$ cat config.mk
export PLATFORM = sky130hd
export DESIGN_NAME = pwm_capture_watchdog_timers
export DESIGN_NICKNAME = d
export VERILOG_FILES = /design/src/timers_pkg.sv /design/src/pwm_timer_core.sv /design/src/pwm_capture_watchdog_timers.sv
export SDC_FILE = /design/constraint.sdc
export NUM_CORES = 2
export LEC_CHECK = 0
export CAP_MARGIN = 0
export CELL_PAD_IN_SITES_DETAIL_PLACEMENT = 1
export CELL_PAD_IN_SITES_GLOBAL_PLACEMENT = 2
export CORE_AREA = 2 2 304 276
export CTS_BUF_LIST = sky130_fd_sc_hd__clkbuf_2
export CTS_CLUSTER_SIZE = 24
export DETAILED_ROUTE_END_ITERATION = 12
export DIE_AREA = 0 0 306 278
export DONT_BUFFER_PORTS = 1
export GPL_ROUTABILITY_DRIVEN = 0
export PLACE_DENSITY_LB_ADDON = 0.05
export SLEW_MARGIN = 20
export SYNTH_ARGS = -nofsm -noshare
export SYNTH_HDL_FRONTEND = slang
export SYNTH_SLANG_ARGS = --single-unit
$ cat constraint.sdc
create_clock -name clk -period 3.63 [get_ports clk]
set_clock_uncertainty 0.1 [all_clocks]
set_input_delay 0.363 -clock clk [delete_from_list [all_inputs] [get_ports clk]]
set_output_delay 0.363 -clock clk [all_outputs]
set_load 0.05 [all_outputs]
$ cat src/timers_pkg.sv
// Constants shared by the timer block: register map, field positions,
// reset values and the small codes that steer the timers.
// Assumes a 12-bit APB byte address and 32-bit data.
package timers_pkg;

  // ==========================================================
  // Register map (byte addresses)
  // ==========================================================
  localparam logic [11:0] T24_BASE = 12'h000;
  localparam logic [11:0] CAP_CFG_OFF = 12'h020;
  localparam logic [11:0] CAP0_DATA_OFF = 12'h024;
  localparam logic [11:0] CAP1_DATA_OFF = 12'h028;
  localparam logic [11:0] T16_BASE = 12'h040;
  localparam logic [11:0] T16_STRIDE = 12'h020;
  localparam logic [11:0] WD_CTRL_OFF = 12'h100;
  localparam logic [11:0] WD_KEY_OFF = 12'h104;
  localparam logic [11:0] WD_STAT_OFF = 12'h108;

  // Word index of each register inside one timer's window.
  localparam logic [2:0] IDX_CTRL = 3'h0;
  localparam logic [2:0] IDX_PRESCALE = 3'h1;
  localparam logic [2:0] IDX_BUF0 = 3'h2;
  localparam logic [2:0] IDX_BUF1 = 3'h3;
  localparam logic [2:0] IDX_COUNT = 3'h4;
  localparam logic [2:0] IDX_ACT0 = 3'h5;
  localparam logic [2:0] IDX_ACT1 = 3'h6;
  localparam logic [2:0] IDX_STATUS = 3'h7;

  // ==========================================================
  // Field positions
  // ==========================================================
  localparam int F_EN = 0;
  localparam int F_RST_SEL = 1;
  localparam int F_UPD = 3;
  localparam int F_PACT0 = 5;
  localparam int F_PACT1 = 7;
  localparam int F_GPIO = 9;
  localparam int F_IEN = 10;
  localparam int F_SWRST = 16;
  localparam int F_EDGE0 = 0;
  localparam int F_EDGE1 = 2;
  localparam int F_CIEN0 = 4;
  localparam int F_CIEN1 = 5;
  localparam int F_WD_EN = 0;
  localparam int F_WD_RESTART = 0;
  localparam int F_WD_HALF = 0;
  localparam int F_WD_EXPIRED = 1;

  // ==========================================================
  // Reset values
  // ==========================================================
  localparam logic [7:0] PRESCALE_RST = 8'h00;
  localparam logic [5:0] CAP_CFG_RST = 6'h00;
  localparam logic [31:0] RDATA_RST = 32'h0000_0000;

  // ==========================================================
  // Codes
  // ==========================================================
  typedef enum logic [1:0] {
    PIN_NONE = 2'b00, PIN_SET = 2'b01, PIN_CLEAR = 2'b10, PIN_TOGGLE = 2'b11
  } pin_act_e;
  typedef enum logic [1:0] {
    RST_ROLL = 2'b00, RST_CMP0 = 2'b01, RST_CMP1 = 2'b10, RST_SW = 2'b11
  } rst_sel_e;
  typedef enum logic [1:0] {
    UPD_CMP0 = 2'b00, UPD_CMP1 = 2'b01, UPD_EITHER = 2'b10, UPD_RESET = 2'b11
  } upd_e;
  typedef enum logic [1:0] {
    EDGE_OFF = 2'b00, EDGE_RISE = 2'b01, EDGE_FALL = 2'b10, EDGE_BOTH = 2'b11
  } edge_e;

endpackage

$ cat src/pwm_timer_core.sv
// One PWM timer: prescaler, counter, two shadowed compares, pin action
// and interrupt pulses. Used for the 24-bit timer and the 16-bit ones.
// Assumes writes arrive as single-cycle strobes from the bus slave.
`timescale 1ns/1ns
module pwm_timer_core #(
  parameter int CW = 16,            // Counter width.
  parameter bit CMP0_PIN = 1'b1     // Compare 0 may act on the pin.
) (
  input wire logic clk,             // Interface clock.
  input wire logic rst_n,           // Synchronous reset, active low.
  input wire logic wr_en,           // One-cycle register write strobe.
  input wire logic [2:0] wr_idx,    // Word index of the write.
  input wire logic [31:0] wdata,    // Write data.
  input wire logic [2:0] rd_idx,    // Word index of the read.
  output logic [31:0] rd_data,      // Read data, combinational.
  output logic [CW-1:0] count,      // Current count.
  input wire logic pin_in,          // Pin level, asynchronous.
  output logic pin_out,             // Pin drive value.
  output logic pin_oe,              // Pin drive enable.
  output logic [2:0] irq            // Pulses: cmp1, cmp0, overflow.
);

  if (CW < 9 || CW > 32) begin : bad_width
    $error("pwm_timer_core: CW must lie between 9 and 32");
  end

  typedef struct packed {
    logic en;
    logic [1:0] rst_sel;
    logic [1:0] upd;
    logic [1:0] pact0;
    logic [1:0] pact1;
    logic gpio;
    logic [2:0] ien;
    logic [7:0] pre;
    logic [7:0] pre_cnt;
    logic [CW-1:0] cnt;
    logic [CW-1:0] buf0;
    logic [CW-1:0] buf1;
    logic [CW-1:0] cmp0;
    logic [CW-1:0] cmp1;
    logic pin;
    logic [1:0] sync;
    logic [2:0] irq;
  } core_s;

  core_s r_reg;
  core_s r_next;
  logic tick;
  logic ovf;
  logic m0;
  logic m1;
  logic upd_ev;

  // Applies one pin action code to the present pin level.
  function automatic logic pin_apply(logic [1:0] act, logic p);
    case (act)
      timers_pkg::PIN_SET: pin_apply = 1'b1;
      timers_pkg::PIN_CLEAR: pin_apply = 1'b0;
      timers_pkg::PIN_TOGGLE: pin_apply = ~p;
      default: pin_apply = p;
    endcase
  endfunction

  // ==========================================================
  // Next state
  // ==========================================================
  // Counter, compare and register updates all resolve here.
  always_comb begin
    r_next = r_reg;
    r_next.irq = 3'h0;
    r_next.sync = {r_reg.sync[0], pin_in};
    // prescaler divides by value plus one
    tick = r_reg.en && (r_reg.pre_cnt == r_reg.pre);
    if (r_reg.en) begin
      r_next.pre_cnt = tick ? 8'h00 : r_reg.pre_cnt + 8'h01;
    end
    ovf = tick && (r_reg.cnt == '1);
    // compare match events
    m0 = tick && (r_reg.cnt == r_reg.cmp0);
    m1 = tick && (r_reg.cnt == r_reg.cmp1);
    // counter reset source
    if (tick) begin
      if (ovf && r_reg.rst_sel == timers_pkg::RST_SW) begin
        r_next.cnt = r_reg.cnt;
      end else begin
        r_next.cnt = r_reg.cnt + 1'b1;
      end
    end
    if ((r_reg.rst_sel == timers_pkg::RST_CMP0 && m0) ||
        (r_reg.rst_sel == timers_pkg::RST_CMP1 && m1)) begin
      r_next.cnt = '0;
    end
    // compare pin actions
    if (CMP0_PIN && m0) begin
      r_next.pin = pin_apply(r_reg.pact0, r_reg.pin);
    end
    // second compare drives pin
    if (m1) begin
      r_next.pin = pin_apply(r_reg.pact1, CMP0_PIN && m0 ?
                             r_next.pin : r_reg.pin);
    end
    // shadow loads after match
    case (r_reg.upd)
      timers_pkg::UPD_CMP0: upd_ev = m0;
      timers_pkg::UPD_CMP1: upd_ev = m1;
      timers_pkg::UPD_EITHER: upd_ev = m0 || m1;
      default: upd_ev = (m0 && r_reg.rst_sel == timers_pkg::RST_CMP0) ||
                        (m1 && r_reg.rst_sel == timers_pkg::RST_CMP1) ||
                        (ovf && r_reg.rst_sel == timers_pkg::RST_ROLL);
    endcase
    if (upd_ev) begin
      r_next.cmp0 = r_reg.buf0;
      r_next.cmp1 = r_reg.buf1;
    end
    // enabled interrupt pulses
    r_next.irq = {m1 & r_reg.ien[2], m0 & r_reg.ien[1], ovf & r_reg.ien[0]};
    if (wr_en) begin
      case (wr_idx)
        timers_pkg::IDX_CTRL: begin
          r_next.en = wdata[timers_pkg::F_EN];
          r_next.rst_sel = wdata[timers_pkg::F_RST_SEL +: 2];
          r_next.upd = wdata[timers_pkg::F_UPD +: 2];
          r_next.pact0 = wdata[timers_pkg::F_PACT0 +: 2];
          r_next.pact1 = wdata[timers_pkg::F_PACT1 +: 2];
          r_next.gpio = wdata[timers_pkg::F_GPIO];
          r_next.ien = wdata[timers_pkg::F_IEN +: 3];
          // software counter reset
          if (wdata[timers_pkg::F_SWRST]) begin
            r_next.cnt = '0;
            r_next.pre_cnt = 8'h00;
          end
        end
        timers_pkg::IDX_PRESCALE: r_next.pre = wdata[7:0];
        timers_pkg::IDX_BUF0: r_next.buf0 = wdata[CW-1:0];
        timers_pkg::IDX_BUF1: r_next.buf1 = wdata[CW-1:0];
        default: r_next.en = r_next.en;
      endcase
    end
  end

  // State register; compares start at zero with the counter stopped.
  always_ff @(posedge clk) begin
    if (!rst_n) begin
      r_reg <= '0;
    end else begin
      r_reg <= r_next;
    end
  end

  // ==========================================================
  // Outputs and read mux
  // ==========================================================
  // pin level readable, or input level in gpio mode.
  always_comb begin
    rd_data = 32'h0000_0000;
    case (rd_idx)
      timers_pkg::IDX_CTRL: rd_data[12:0] = {r_reg.ien, r_reg.gpio,
        r_reg.pact1, r_reg.pact0, r_reg.upd, r_reg.rst_sel, r_reg.en};
      timers_pkg::IDX_PRESCALE: rd_data[7:0] = r_reg.pre;
      timers_pkg::IDX_BUF0: rd_data[CW-1:0] = r_reg.buf0;
      timers_pkg::IDX_BUF1: rd_data[CW-1:0] = r_reg.buf1;
      timers_pkg::IDX_COUNT: rd_data[CW-1:0] = r_reg.cnt;
      timers_pkg::IDX_ACT0: rd_data[CW-1:0] = r_reg.cmp0;
      timers_pkg::IDX_ACT1: rd_data[CW-1:0] = r_reg.cmp1;
      default: rd_data[0] = r_reg.gpio ? r_reg.sync[1] : r_reg.pin;
    endcase
  end

  assign count = r_reg.cnt;
  assign pin_out = r_reg.pin;
  assign pin_oe = ~r_reg.gpio;
  assign irq = r_reg.irq;

  // ==========================================================
  // Checks
  // ==========================================================
  sw_reset_a:
    assert property (@(posedge clk) disable iff (!rst_n)
      wr_en && wr_idx == timers_pkg::IDX_CTRL && wdata[timers_pkg::F_SWRST]
      |=> r_reg.cnt == '0)
    else $error("software reset did not clear the counter");
  ovf_irq_a:
    assert property (@(posedge clk) disable iff (!rst_n)
      r_reg.en && r_reg.pre_cnt == r_reg.pre && r_reg.cnt == '1 &&
      r_reg.ien[0] |=> irq[0])
    else $error("overflow interrupt missing");
  prescale_step_a:
    assert property (@(posedge clk) disable iff (!rst_n)
      r_reg.cnt != $past(r_reg.cnt) && !$past(wr_en)
      |-> $past(r_reg.pre_cnt == r_reg.pre && r_reg.en))
    else $error("count moved without a prescaler terminal count");

endmodule // pwm_timer_core

$ cat src/pwm_capture_watchdog_timers.sv
// Timer set: one 24-bit PWM/capture timer, four 16-bit PWM timers and a
// watchdog, all reached over APB. Assumes capture pins, timer pins and
// the low-speed oscillator are asynchronous to clk.
//
// Summary of operation
// one 24-bit counter with 8-bit prescaler
// two compares make set and unset events
// compare writes buffered, loaded after match
// capture edge copies count into capture register
// counter reset by rollover, compare or software
// five enabled interrupts on the 24-bit timer
// only second compare acts on pin
// first compare is interrupt only
// pin level readable, or used as input
// four 16-bit counters, prescalers, two compares
// overflow and compare interrupts, each enabled
// compare match applies pin action
// watchdog counts low-speed oscillator ticks
// watchdog expiry resets the processor
// firmware restarts watchdog through key register
// watchdog enable sticks until device reset
// half-interval status flag for watchdog
// prescaler divides by value plus one
// capture pins pass two flip-flops first
// half flag sets at half, clears on restart
//
// Added by the designer: register access over APB and the register offsets.
`timescale 1ns/1ns
module pwm_capture_watchdog_timers #(
  parameter int WD_W = 16,                  // Watchdog counter width.
  parameter logic [15:0] WD_TERM = 16'hffff // Watchdog terminal count.
) (
  input wire logic clk,                     // Interface clock, 25 MHz.
  input wire logic rst_n,                   // Synchronous reset.
  input wire logic psel,                    // APB select.
  input wire logic penable,                 // APB enable.
  input wire logic pwrite,                  // APB direction.
  input wire logic [11:0] paddr,            // APB byte address.
  input wire logic [31:0] pwdata,           // APB write data.
  output logic [31:0] prdata,               // APB read data.
  output logic pready,                      // APB ready.
  output logic pslverr,                     // APB error, unmapped.
  input wire logic capture_input_0,         // Capture pin 0.
  input wire logic capture_input_1,         // Capture pin 1.
  input wire logic lsosc_clk,               // Low-speed oscillator.
  input wire logic timer_compare_output_pin_in,   // 24-bit pin level.
  output logic timer_compare_output_pin_out,      // 24-bit pin drive.
  output logic timer_compare_output_pin_oe,       // 24-bit pin enable.
  input wire logic [3:0] pwm16_pin_in,      // 16-bit pin levels.
  output logic [3:0] pwm16_pin_out,         // 16-bit pin drives.
  output logic [3:0] pwm16_pin_oe,          // 16-bit pin enables.
  output logic [4:0] irq24,                 // 24-bit timer pulses.
  output logic [11:0] irq16,                // 16-bit timer pulses.
  output logic wd_half,                     // Watchdog half flag.
  output logic proc_reset                   // Processor reset request.
);

  if (WD_W != 16 || WD_TERM < 16'h0002) begin : bad_wd
    $error("watchdog width must be 16 and terminal count at least 2");
  end

  localparam logic [15:0] WD_HALF = WD_TERM >> 1;

  typedef struct packed {
    logic [31:0] prdata;
    logic pready;
    logic pslverr;
    logic [1:0] cap0_sync;
    logic [1:0] cap1_sync;
    logic [1:0] ls_sync;
    logic cap0_prev;
    logic cap1_prev;
    logic ls_prev;
    logic [5:0] cap_cfg;
    logic [23:0] cap0;
    logic [23:0] cap1;
    logic [1:0] cap_irq;
    logic wd_en;
    logic [15:0] wd_cnt;
    logic wd_half;
    logic wd_fire;
  } top_s;

  top_s r_reg;
  top_s r_next;

  // ==========================================================
  // Address decode
  // ==========================================================
  logic hit24;
  logic hitcap;
  logic hit16;
  logic hitwd;
  logic [1:0] t16_sel;
  logic [2:0] widx;
  logic mapped;
  logic wr_acc;
  logic [31:0] rd24;
  logic [31:0] rd16 [4];
  logic [23:0] cnt24;
  logic [2:0] irq24_core;
  logic edge0;
  logic edge1;
  logic ls_tick;
  logic restart;

  localparam logic [6:0] T24_WIN = timers_pkg::T24_BASE[11:5];
  localparam logic [7:0] CAP_WIN = timers_pkg::CAP_CFG_OFF[11:4];
  localparam logic [7:0] WD_WIN = timers_pkg::WD_CTRL_OFF[11:4];

  // Decode works on the held address in both APB phases.
  assign hit24 = paddr[11:5] == T24_WIN;
  assign hitcap = paddr[11:4] == CAP_WIN && paddr[3:2] != 2'b11;
  assign hit16 = paddr[11:8] == 4'h0 && paddr[7:6] != 2'b00 &&
                 paddr[7:6] != 2'b11;
  assign hitwd = paddr[11:4] == WD_WIN && paddr[3:2] != 2'b11;
  // Timer k sits at 0x040 + 0x20*k: index is paddr[7:5] less two.
  assign t16_sel = paddr[6:5] + 2'b10;
  assign widx = paddr[4:2];
  assign mapped = hit24 || hitcap || hit16 || hitwd;
  // Writes land only at the access edge where pready is seen high.
  assign wr_acc = psel && penable && r_reg.pready && pwrite && mapped;

  // ==========================================================
  // Timer instances
  // ==========================================================
  // 24-bit timer, compare 0 kept off the pin.
  pwm_timer_core #(.CW(24), .CMP0_PIN(1'b0)) t24 (
    .clk(clk),
    .rst_n(rst_n),
    .wr_en(wr_acc && hit24),
    .wr_idx(widx),
    .wdata(pwdata),
    .rd_idx(widx),
    .rd_data(rd24),
    .count(cnt24),
    .pin_in(timer_compare_output_pin_in),
    .pin_out(timer_compare_output_pin_out),
    .pin_oe(timer_compare_output_pin_oe),
    .irq(irq24_core)
  );

  // four 16-bit timers with their own prescalers.
  for (genvar k = 0; k < 4; k++) begin : g16
    pwm_timer_core #(.CW(16), .CMP0_PIN(1'b1)) t16 (
      .clk(clk),
      .rst_n(rst_n),
      .wr_en(wr_acc && hit16 && t16_sel == 2'(k)),
      .wr_idx(widx),
      .wdata(pwdata),
      .rd_idx(widx),
      .rd_data(rd16[k]),
      .count(),
      .pin_in(pwm16_pin_in[k]),
      .pin_out(pwm16_pin_out[k]),
      .pin_oe(pwm16_pin_oe[k]),
      .irq(irq16[3*k +: 3])
    );
  end

  // ==========================================================
  // Next state
  // ==========================================================
  // Edge and tick detection read only the second synchroniser stage.
  always_comb begin
    r_next = r_reg;
    // two-stage capture synchronisers
    r_next.cap0_sync = {r_reg.cap0_sync[0], capture_input_0};
    r_next.cap1_sync = {r_reg.cap1_sync[0], capture_input_1};
    r_next.ls_sync = {r_reg.ls_sync[0], lsosc_clk};
    r_next.cap0_prev = r_reg.cap0_sync[1];
    r_next.cap1_prev = r_reg.cap1_sync[1];
    r_next.ls_prev = r_reg.ls_sync[1];
    ls_tick = r_reg.ls_sync[1] && !r_reg.ls_prev;
    edge0 = (r_reg.cap_cfg[timers_pkg::F_EDGE0] &&
             r_reg.cap0_sync[1] && !r_reg.cap0_prev) ||
            (r_reg.cap_cfg[timers_pkg::F_EDGE0 + 1] &&
             !r_reg.cap0_sync[1] && r_reg.cap0_prev);
    edge1 = (r_reg.cap_cfg[timers_pkg::F_EDGE1] &&
             r_reg.cap1_sync[1] && !r_reg.cap1_prev) ||
            (r_reg.cap_cfg[timers_pkg::F_EDGE1 + 1] &&
             !r_reg.cap1_sync[1] && r_reg.cap1_prev);
    // capture copies the 24-bit count
    if (edge0) begin
      r_next.cap0 = cnt24;
    end
    if (edge1) begin
      r_next.cap1 = cnt24;
    end
    // capture interrupt pulses
    r_next.cap_irq = {edge1 && r_reg.cap_cfg[timers_pkg::F_CIEN1],
                      edge0 && r_reg.cap_cfg[timers_pkg::F_CIEN0]};

    // APB: answer in the first access cycle, read data taken at setup.
    r_next.pready = psel && !penable;
    r_next.pslverr = psel && !penable && !mapped;
    if (psel && !penable) begin
      r_next.prdata = timers_pkg::RDATA_RST;
      if (hit24) begin
        r_next.prdata = rd24;
      end else if (hit16) begin
        r_next.prdata = rd16[t16_sel];
      end else if (hitcap) begin
        case (paddr[3:2])
          2'b00: r_next.prdata[5:0] = r_reg.cap_cfg;
          2'b01: r_next.prdata[23:0] = r_reg.cap0;
          default: r_next.prdata[23:0] = r_reg.cap1;
        endcase
      end else if (hitwd) begin
        case (paddr[3:2])
          2'b00: r_next.prdata[timers_pkg::F_WD_EN] = r_reg.wd_en;
          2'b01: r_next.prdata = timers_pkg::RDATA_RST;
          default: r_next.prdata[1:0] = {r_reg.wd_fire, r_reg.wd_half};
        endcase
      end
    end

    if (wr_acc && hitcap && paddr[3:2] == 2'b00) begin
      r_next.cap_cfg = pwdata[5:0];
    end

    // enable only ever sets from software
    if (wr_acc && hitwd && paddr[3:2] == 2'b00) begin
      r_next.wd_en = r_reg.wd_en | pwdata[timers_pkg::F_WD_EN];
    end

    // restart bit in key register
    restart = wr_acc && hitwd && paddr[3:2] == 2'b01 &&
              pwdata[timers_pkg::F_WD_RESTART];

    // watchdog counts oscillator ticks
    if (restart) begin
      r_next.wd_cnt = 16'h0000;
    end else if (r_reg.wd_en && ls_tick && !r_reg.wd_fire) begin
      r_next.wd_cnt = r_reg.wd_cnt + 16'h0001;
    end
    // half flag, set wins over restart
    r_next.wd_half = (r_reg.wd_half && !restart) ||
                     (r_reg.wd_en && ls_tick && r_reg.wd_cnt == WD_HALF);

    // expiry raises processor reset
    if (r_reg.wd_en && ls_tick && r_reg.wd_cnt == WD_TERM && !restart) begin
      r_next.wd_fire = 1'b1;
    end
  end

  // The reset request holds until the device reset clears it.
  always_ff @(posedge clk) begin
    if (!rst_n) begin
      r_reg <= '0;
    end else begin
      r_reg <= r_next;
    end
  end

  // ==========================================================
  // Outputs
  // ==========================================================
  assign prdata = r_reg.prdata;
  assign pready = r_reg.pready;
  assign pslverr = r_reg.pslverr;
  // compare 0 of the 24-bit timer feeds only this vector.
  assign irq24 = {r_reg.cap_irq, irq24_core};
  // half-interval flag visible as a port and in status.
  assign wd_half = r_reg.wd_half;
  assign proc_reset = r_reg.wd_fire;

  // ==========================================================
  // Checks
  // ==========================================================
  apb_ready_a:
    assert property (@(posedge clk) disable iff (!rst_n)
      psel && !penable |=> pready ##1 !pready)
    else $error("pready not a single cycle after setup");
  capture_copy_a:
    assert property (@(posedge clk) disable iff (!rst_n)
      r_reg.cap_cfg[timers_pkg::F_EDGE0] && r_reg.cap0_sync[1] &&
      !r_reg.cap0_prev |=> r_reg.cap0 == $past(cnt24))
    else $error("capture 0 missed the count");
  capture_sync_a:
    assert property (@(posedge clk) disable iff (!rst_n)
      r_reg.cap1_sync[1] != r_reg.cap1_prev
      |-> $past(capture_input_1, 2) == r_reg.cap1_sync[1])
    else $error("capture path is not two stages deep");
  wd_sticky_a:
    assert property (@(posedge clk) disable iff (!rst_n)
      r_reg.wd_en |=> r_reg.wd_en)
    else $error("watchdog enable cleared without reset");
  wd_restart_a:
    assert property (@(posedge clk) disable iff (!rst_n)
      wr_acc && hitwd && paddr[3:2] == 2'b01 && pwdata[0]
      |=> r_reg.wd_cnt == 16'h0000)
    else $error("restart did not clear the watchdog");
  wd_half_a:
    assert property (@(posedge clk) disable iff (!rst_n)
      $rose(r_reg.wd_half) |-> $past(r_reg.wd_cnt) == WD_HALF)
    else $error("half flag set away from half count");
  wd_expire_a:
    assert property (@(posedge clk) disable iff (!rst_n)
      r_reg.wd_en && ls_tick && r_reg.wd_cnt == WD_TERM && !restart
      |=> proc_reset [*3])
    else $error("watchdog expiry did not hold processor reset");
  unmapped_err_a:
    assert property (@(posedge clk) disable iff (!rst_n)
      psel && !penable && !mapped |=> pslverr && pready)
    else $error("unmapped address not flagged");

endmodule // pwm_capture_watchdog_timers

==> impl_metrics.prom <==
# TYPE chip_impl_metric gauge
chip_impl_metric{name="final_core_utilization",unit="%"} 50.4
chip_impl_metric{name="dr.first_iter.drc_count",unit=""} 4005
chip_impl_metric{name="cell_count_after_synthesis",unit=""} 4345
chip_impl_metric{name="firstDrtPassIters",unit=""} 6
chip_impl_metric{name="finalSetupViolCount",unit=""} 0
chip_impl_metric{name="totalNegativeSetupSlack",unit="ns"} 0
chip_impl_metric{name="number_of_flops_mapped_to_enable_cells_by_yosys",unit=""} 0
chip_impl_metric{name="ctsLongestPathBuffers",unit=""} 3
chip_impl_metric{name="antenna_left",unit=""} 0
chip_impl_metric{name="area_share_of_the_largest_cell_type_after_synthesis",unit="%"} 40.5
chip_impl_metric{name="largest_register_ffs",unit=""} 376
chip_impl_metric{name="timing.final.ws_setup",unit="ns"} 0.0305
chip_impl_metric{name="layout.nets",unit=""} 4563
chip_impl_info{name="most_frequent_cells_in_the_layout",value="725 x sky130_fd_sc_hd__dfxtp_1, 495 x sky130_fd_sc_hd__nand2_1, 464 x sky130_fd_sc_hd__a21oi_1, 366 x sky130_fd_sc_hd__nand3_1, 359 x sky130_fd_sc_hd__nor2_1"} 1
chip_impl_metric{name="wire_length_of_the_first_global_routing_pass",unit="um"} 243000
chip_impl_metric{name="p_leak",unit="nW"} 15.3
chip_impl_metric{name="yosys_register_bits",unit=""} 725
chip_impl_metric{name="vias",unit=""} 35967
chip_impl_metric{name="clock_sinks",unit=""} 725
chip_impl_metric{name="vdd.ir_drop.worst",unit="uV"} 280
chip_impl_info{name="synth_top_cell_by_area",value="sky130_fd_sc_hd__dfxtp_1"} 1
chip_impl_metric{name="min_period_over_period",unit="%"} 99.2
chip_impl_info{name="worstSetupEndpointType",value="register"} 1
chip_impl_metric{name="data_required_time_of_the_critical_path",unit="ns"} 4.94
chip_impl_metric{name="placed_area",unit="sq mm"} 0.0364
chip_impl_info{name="synth-main-ff-cell",value="sky130_fd_sc_hd__dfxtp_1"} 1
chip_impl_info{name="clk_root_buffer_cell",value="sky130_fd_sc_hd__clkbuf_2"} 1
chip_impl_metric{name="slew_violations",unit=""} 0
chip_impl_info{name="most_common_cell_after_layout_fill_and_taps_aside",value="sky130_fd_sc_hd__dfxtp_1"} 1
chip_impl_metric{name="layout.cell_area.non_filler",unit="sq mm"} 0.0413
chip_impl_metric{name="yosysSeqAreaShare",unit="%"} 40.5
chip_impl_metric{name="stdcell_count",unit=""} 5701
chip_impl_metric{name="core_region_area",unit="sq mm"} 0.0820
chip_impl_metric{name="data_arrival_critical_path",unit="ns"} 4.91
chip_impl_metric{name="placed_cells",unit=""} 5103
chip_impl_info{name="rsz_0062_raised_after_global_routing",value="false"} 1
chip_impl_metric{name="clk_transition_reported_paths",unit="ns"} 0.12
chip_impl_metric{name="post-route-min-period",unit="ns"} 3.60
chip_impl_metric{name="power.net_switching",unit="W"} 0.00456
chip_impl_metric{name="fp.dieArea",unit="sq mm"} 0.0851
chip_impl_metric{name="fp-row-count",unit=""} 100
chip_impl_metric{name="worst_slew_pin_slew",unit="ns"} 1.17
chip_impl_metric{name="detail_route.wl_per_cell",unit="um"} 29.1
chip_impl_metric{name="numPortBuffers",unit=""} 0
chip_impl_info{name="status",value="complete, no violations"} 1
chip_impl_metric{name="first_global_vias",unit=""} 36485
chip_impl_metric{name="initial_core_util",unit="%"} 43.7
chip_impl_metric{name="synth.avg_cell_area",unit="sq um"} 8.25
chip_impl_metric{name="power_frac_clock",unit="%"} 39.9
chip_impl_metric{name="synth_cell_type_count",unit=""} 92
chip_impl_metric{name="switching_share",unit="%"} 30.0
chip_impl_metric{name="fill_cells",unit=""} 9824
chip_impl_metric{name="remaining_drc_errors",unit=""} 0
chip_impl_metric{name="antenna_found_initial",unit=""} 17
chip_impl_metric{name="layout-drive-gt1-share",unit="%"} 13.3
chip_impl_info{name="cts_tree",value="built"} 1
chip_impl_metric{name="total_count_of_hold_check_failures_in_the_final_report",unit=""} 0
chip_impl_info{name="critPathKind",value="in2reg"} 1
chip_impl_info{name="post_synth_main_area_contributors",value="sky130_fd_sc_hd__dfxtp_1 41%, sky130_fd_sc_hd__a21oi_1 6.5%, sky130_fd_sc_hd__mux2i_1 5.5%"} 1
chip_impl_metric{name="detail_route.wirelength",unit="um"} 166000
chip_impl_metric{name="postSynth.asyncResetShare",unit="%"} 0
chip_impl_metric{name="clock.fmax",unit="GHz"} 0.278
chip_impl_metric{name="dp.final_hpwl",unit="um"} 101000
chip_impl_metric{name="numCtsBuffers",unit=""} 194
chip_impl_metric{name="overflow",unit=""} 0
chip_impl_metric{name="cellPowerDensity",unit="mW/mm^2"} 369
chip_impl_metric{name="io-pin-count",unit=""} 120
chip_impl_metric{name="combinationalPowerShare",unit="%"} 7.3
chip_impl_metric{name="relSlewSlack",unit="%"} 21.9
chip_impl_metric{name="worstSkewPairLatency",unit="ns"} 1.52
chip_impl_metric{name="dp_worst_setup_slack",unit="ns"} 0.515
chip_impl_info{name="min_path_type",value="in2reg"} 1
chip_impl_metric{name="grt_usage",unit="%"} 38.3
chip_impl_metric{name="htree_num_levels",unit=""} 4
chip_impl_metric{name="fp.dieH",unit="um"} 278
chip_impl_metric{name="post_synth_instance_area",unit="sq mm"} 0.0358
chip_impl_metric{name="vias_per_cell",unit=""} 6.31
chip_impl_metric{name="cap_violations",unit=""} 0
chip_impl_metric{name="syn_to_final_growth",unit="%"} 15.4
chip_impl_metric{name="die_x",unit="um"} 306
chip_impl_metric{name="yosys_warnings",unit=""} 0
chip_impl_metric{name="power.share.sequential",unit="%"} 52.7
chip_impl_metric{name="grt_max_degree",unit=""} 144
chip_impl_info{name="cp-start-kind",value="input pin"} 1
chip_impl_metric{name="maximum_fanout_along_the_worst_path",unit=""} 29
chip_impl_metric{name="power.internal",unit="W"} 0.0107
cells by family after synthesis:
| group | share of synthesized area, % |
|---|---|
| other | 0.0105 |
| adder cells (fa/ha/maj) | 0.384 |
| flip-flops | 40.5 |
| multiplexers | 8.23 |
| AO/OA/AOI/OAI | 15.8 |
| AND/OR/NAND/NOR | 20.5 |
| XOR/XNOR | 8.21 |
| buffers and inverters | 6.37 |
final timing paths:
kind / from / endpoint / slack [ns] / depth (start not counted)
worst max register to register: pready / g16[0].t16.r_reg[102] / 0.03 / 9
worst max-delay path: paddr[5] / t24.r_reg[96] / 0.03 / 12
worst min-delay path: pwdata[11] / t24.r_reg[89] / 0.05 / 5
worst min register to register: g16[3].t16.r_next[4] / g16[3].t16.r_reg[4] / 0.33 / 1
metrics by stage:
step | power, W | hold WS [ns]
2_1_floorplan | 0.00866 | 0.312
3_3_place_gp | 0.00877 | 0.315
3_5_place_dp | 0.00878 | 0.324
4_1_cts | 0.0152 | 0.00281
5_1_grt | 0.0157 | 0.00628
6_report | 0.0152 | 0.0508
cell usage after synthesis (7+ instances only):
cell type	instances
sky130_fd_sc_hd__o221ai_1	19
sky130_fd_sc_hd__clkbuf_2	8
sky130_fd_sc_hd__and4_1	11
sky130_fd_sc_hd__a222oi_1	20
sky130_fd_sc_hd__a22oi_1	62
sky130_fd_sc_hd__mux4_2	13
sky130_fd_sc_hd__xnor2_1	151
sky130_fd_sc_hd__ha_1	11
sky130_fd_sc_hd__nor2b_1	11
sky130_fd_sc_hd__nor3_1	28
sky130_fd_sc_hd__nor2_1	363
sky130_fd_sc_hd__nand4_1	82
sky130_fd_sc_hd__o21ai_0	163
sky130_fd_sc_hd__clkbuf_1	247
sky130_fd_sc_hd__nand2_1	495
sky130_fd_sc_hd__a221o_1	12
sky130_fd_sc_hd__nand2b_1	15
sky130_fd_sc_hd__or3_1	19
sky130_fd_sc_hd__inv_1	33
sky130_fd_sc_hd__nor4_1	54
sky130_fd_sc_hd__o211ai_1	9
sky130_fd_sc_hd__dfxtp_1	725
sky130_fd_sc_hd__buf_4	66
sky130_fd_sc_hd__and2_1	32
sky130_fd_sc_hd__a31oi_1	16
sky130_fd_sc_hd__buf_2	120
sky130_fd_sc_hd__mux2i_1	198
sky130_fd_sc_hd__a22o_1	29
sky130_fd_sc_hd__buf_1	20
sky130_fd_sc_hd__mux2_2	60
sky130_fd_sc_hd__o21ai_1	27
sky130_fd_sc_hd__a221oi_1	45
sky130_fd_sc_hd__nand3b_1	7
sky130_fd_sc_hd__a21oi_1	464
sky130_fd_sc_hd__nand3_1	366
sky130_fd_sc_hd__and3_1	50
sky130_fd_sc_hd__xor2_1	185
per-layer routing:
metal / GRT usage [%] / part of all wire, %
met3: 8.77 / 9.3
met4: 23.1 / 6.2
met5: 0 / 0.028
met1: 50.4 / 42
met2: 57.1 / 43
power groups by stage:
stage | clock network [W] | registers, W | logic, W
6_report | 0.00609 | 0.00803 | 0.00112
4_1_cts | 0.00613 | 0.00803 | 0.00106
5_1_grt | 0.00659 | 0.00804 | 0.00112
3_5_place_dp | 0 | 0.00822 | 0.000564
2_1_floorplan | 0 | 0.00816 | 0.000497
3_3_place_gp | 0 | 0.00822 | 0.000556
what timing repair did:
action | in CTS | in global routing
buffers inserted | 0 | 4
hold buffers | 264 | 0
resized for setup | 0 | 11
hold endpoints to repair | 725 | 0
endpoints found under the setup margin | 0 | 22
critical path, stage by stage:
cell	delay (ns)
sky130_fd_sc_hd__dlygate4sd3_1	0.63
sky130_fd_sc_hd__buf_12	0.23
sky130_fd_sc_hd__or2_2	0.42
sky130_fd_sc_hd__dlygate4sd3_1	0.71
sky130_fd_sc_hd__or3_1	0.41
sky130_fd_sc_hd__buf_4	0.24
sky130_fd_sc_hd__nor4_4	0.13
sky130_fd_sc_hd__dlygate4sd3_1	0.62
sky130_fd_sc_hd__buf_6	0.25
sky130_fd_sc_hd__nand2_1	0.10
sky130_fd_sc_hd__dlygate4sd3_1	0.58
sky130_fd_sc_hd__a21oi_1	0.20
cell type report:
| class | count | area, sq um | area share (%) |
|---|---|---|---|
| multi-input cells | 3130 | 19200 | 46.5 |
| flip-flops and latches | 725 | 14500 | 35.1 |
| repair buffers | 409 | 4400 | 10.6 |
| clock buffers | 287 | 1440 | 3.47 |
| well taps | 1071 | 1340 | 3.24 |
| clock inverters | 37 | 274 | 0.663 |
| inverters | 35 | 139 | 0.336 |
| diodes | 7 | 17.5 | 0.0424 |
Note: power is estimated with default switching activity, not from simulation.
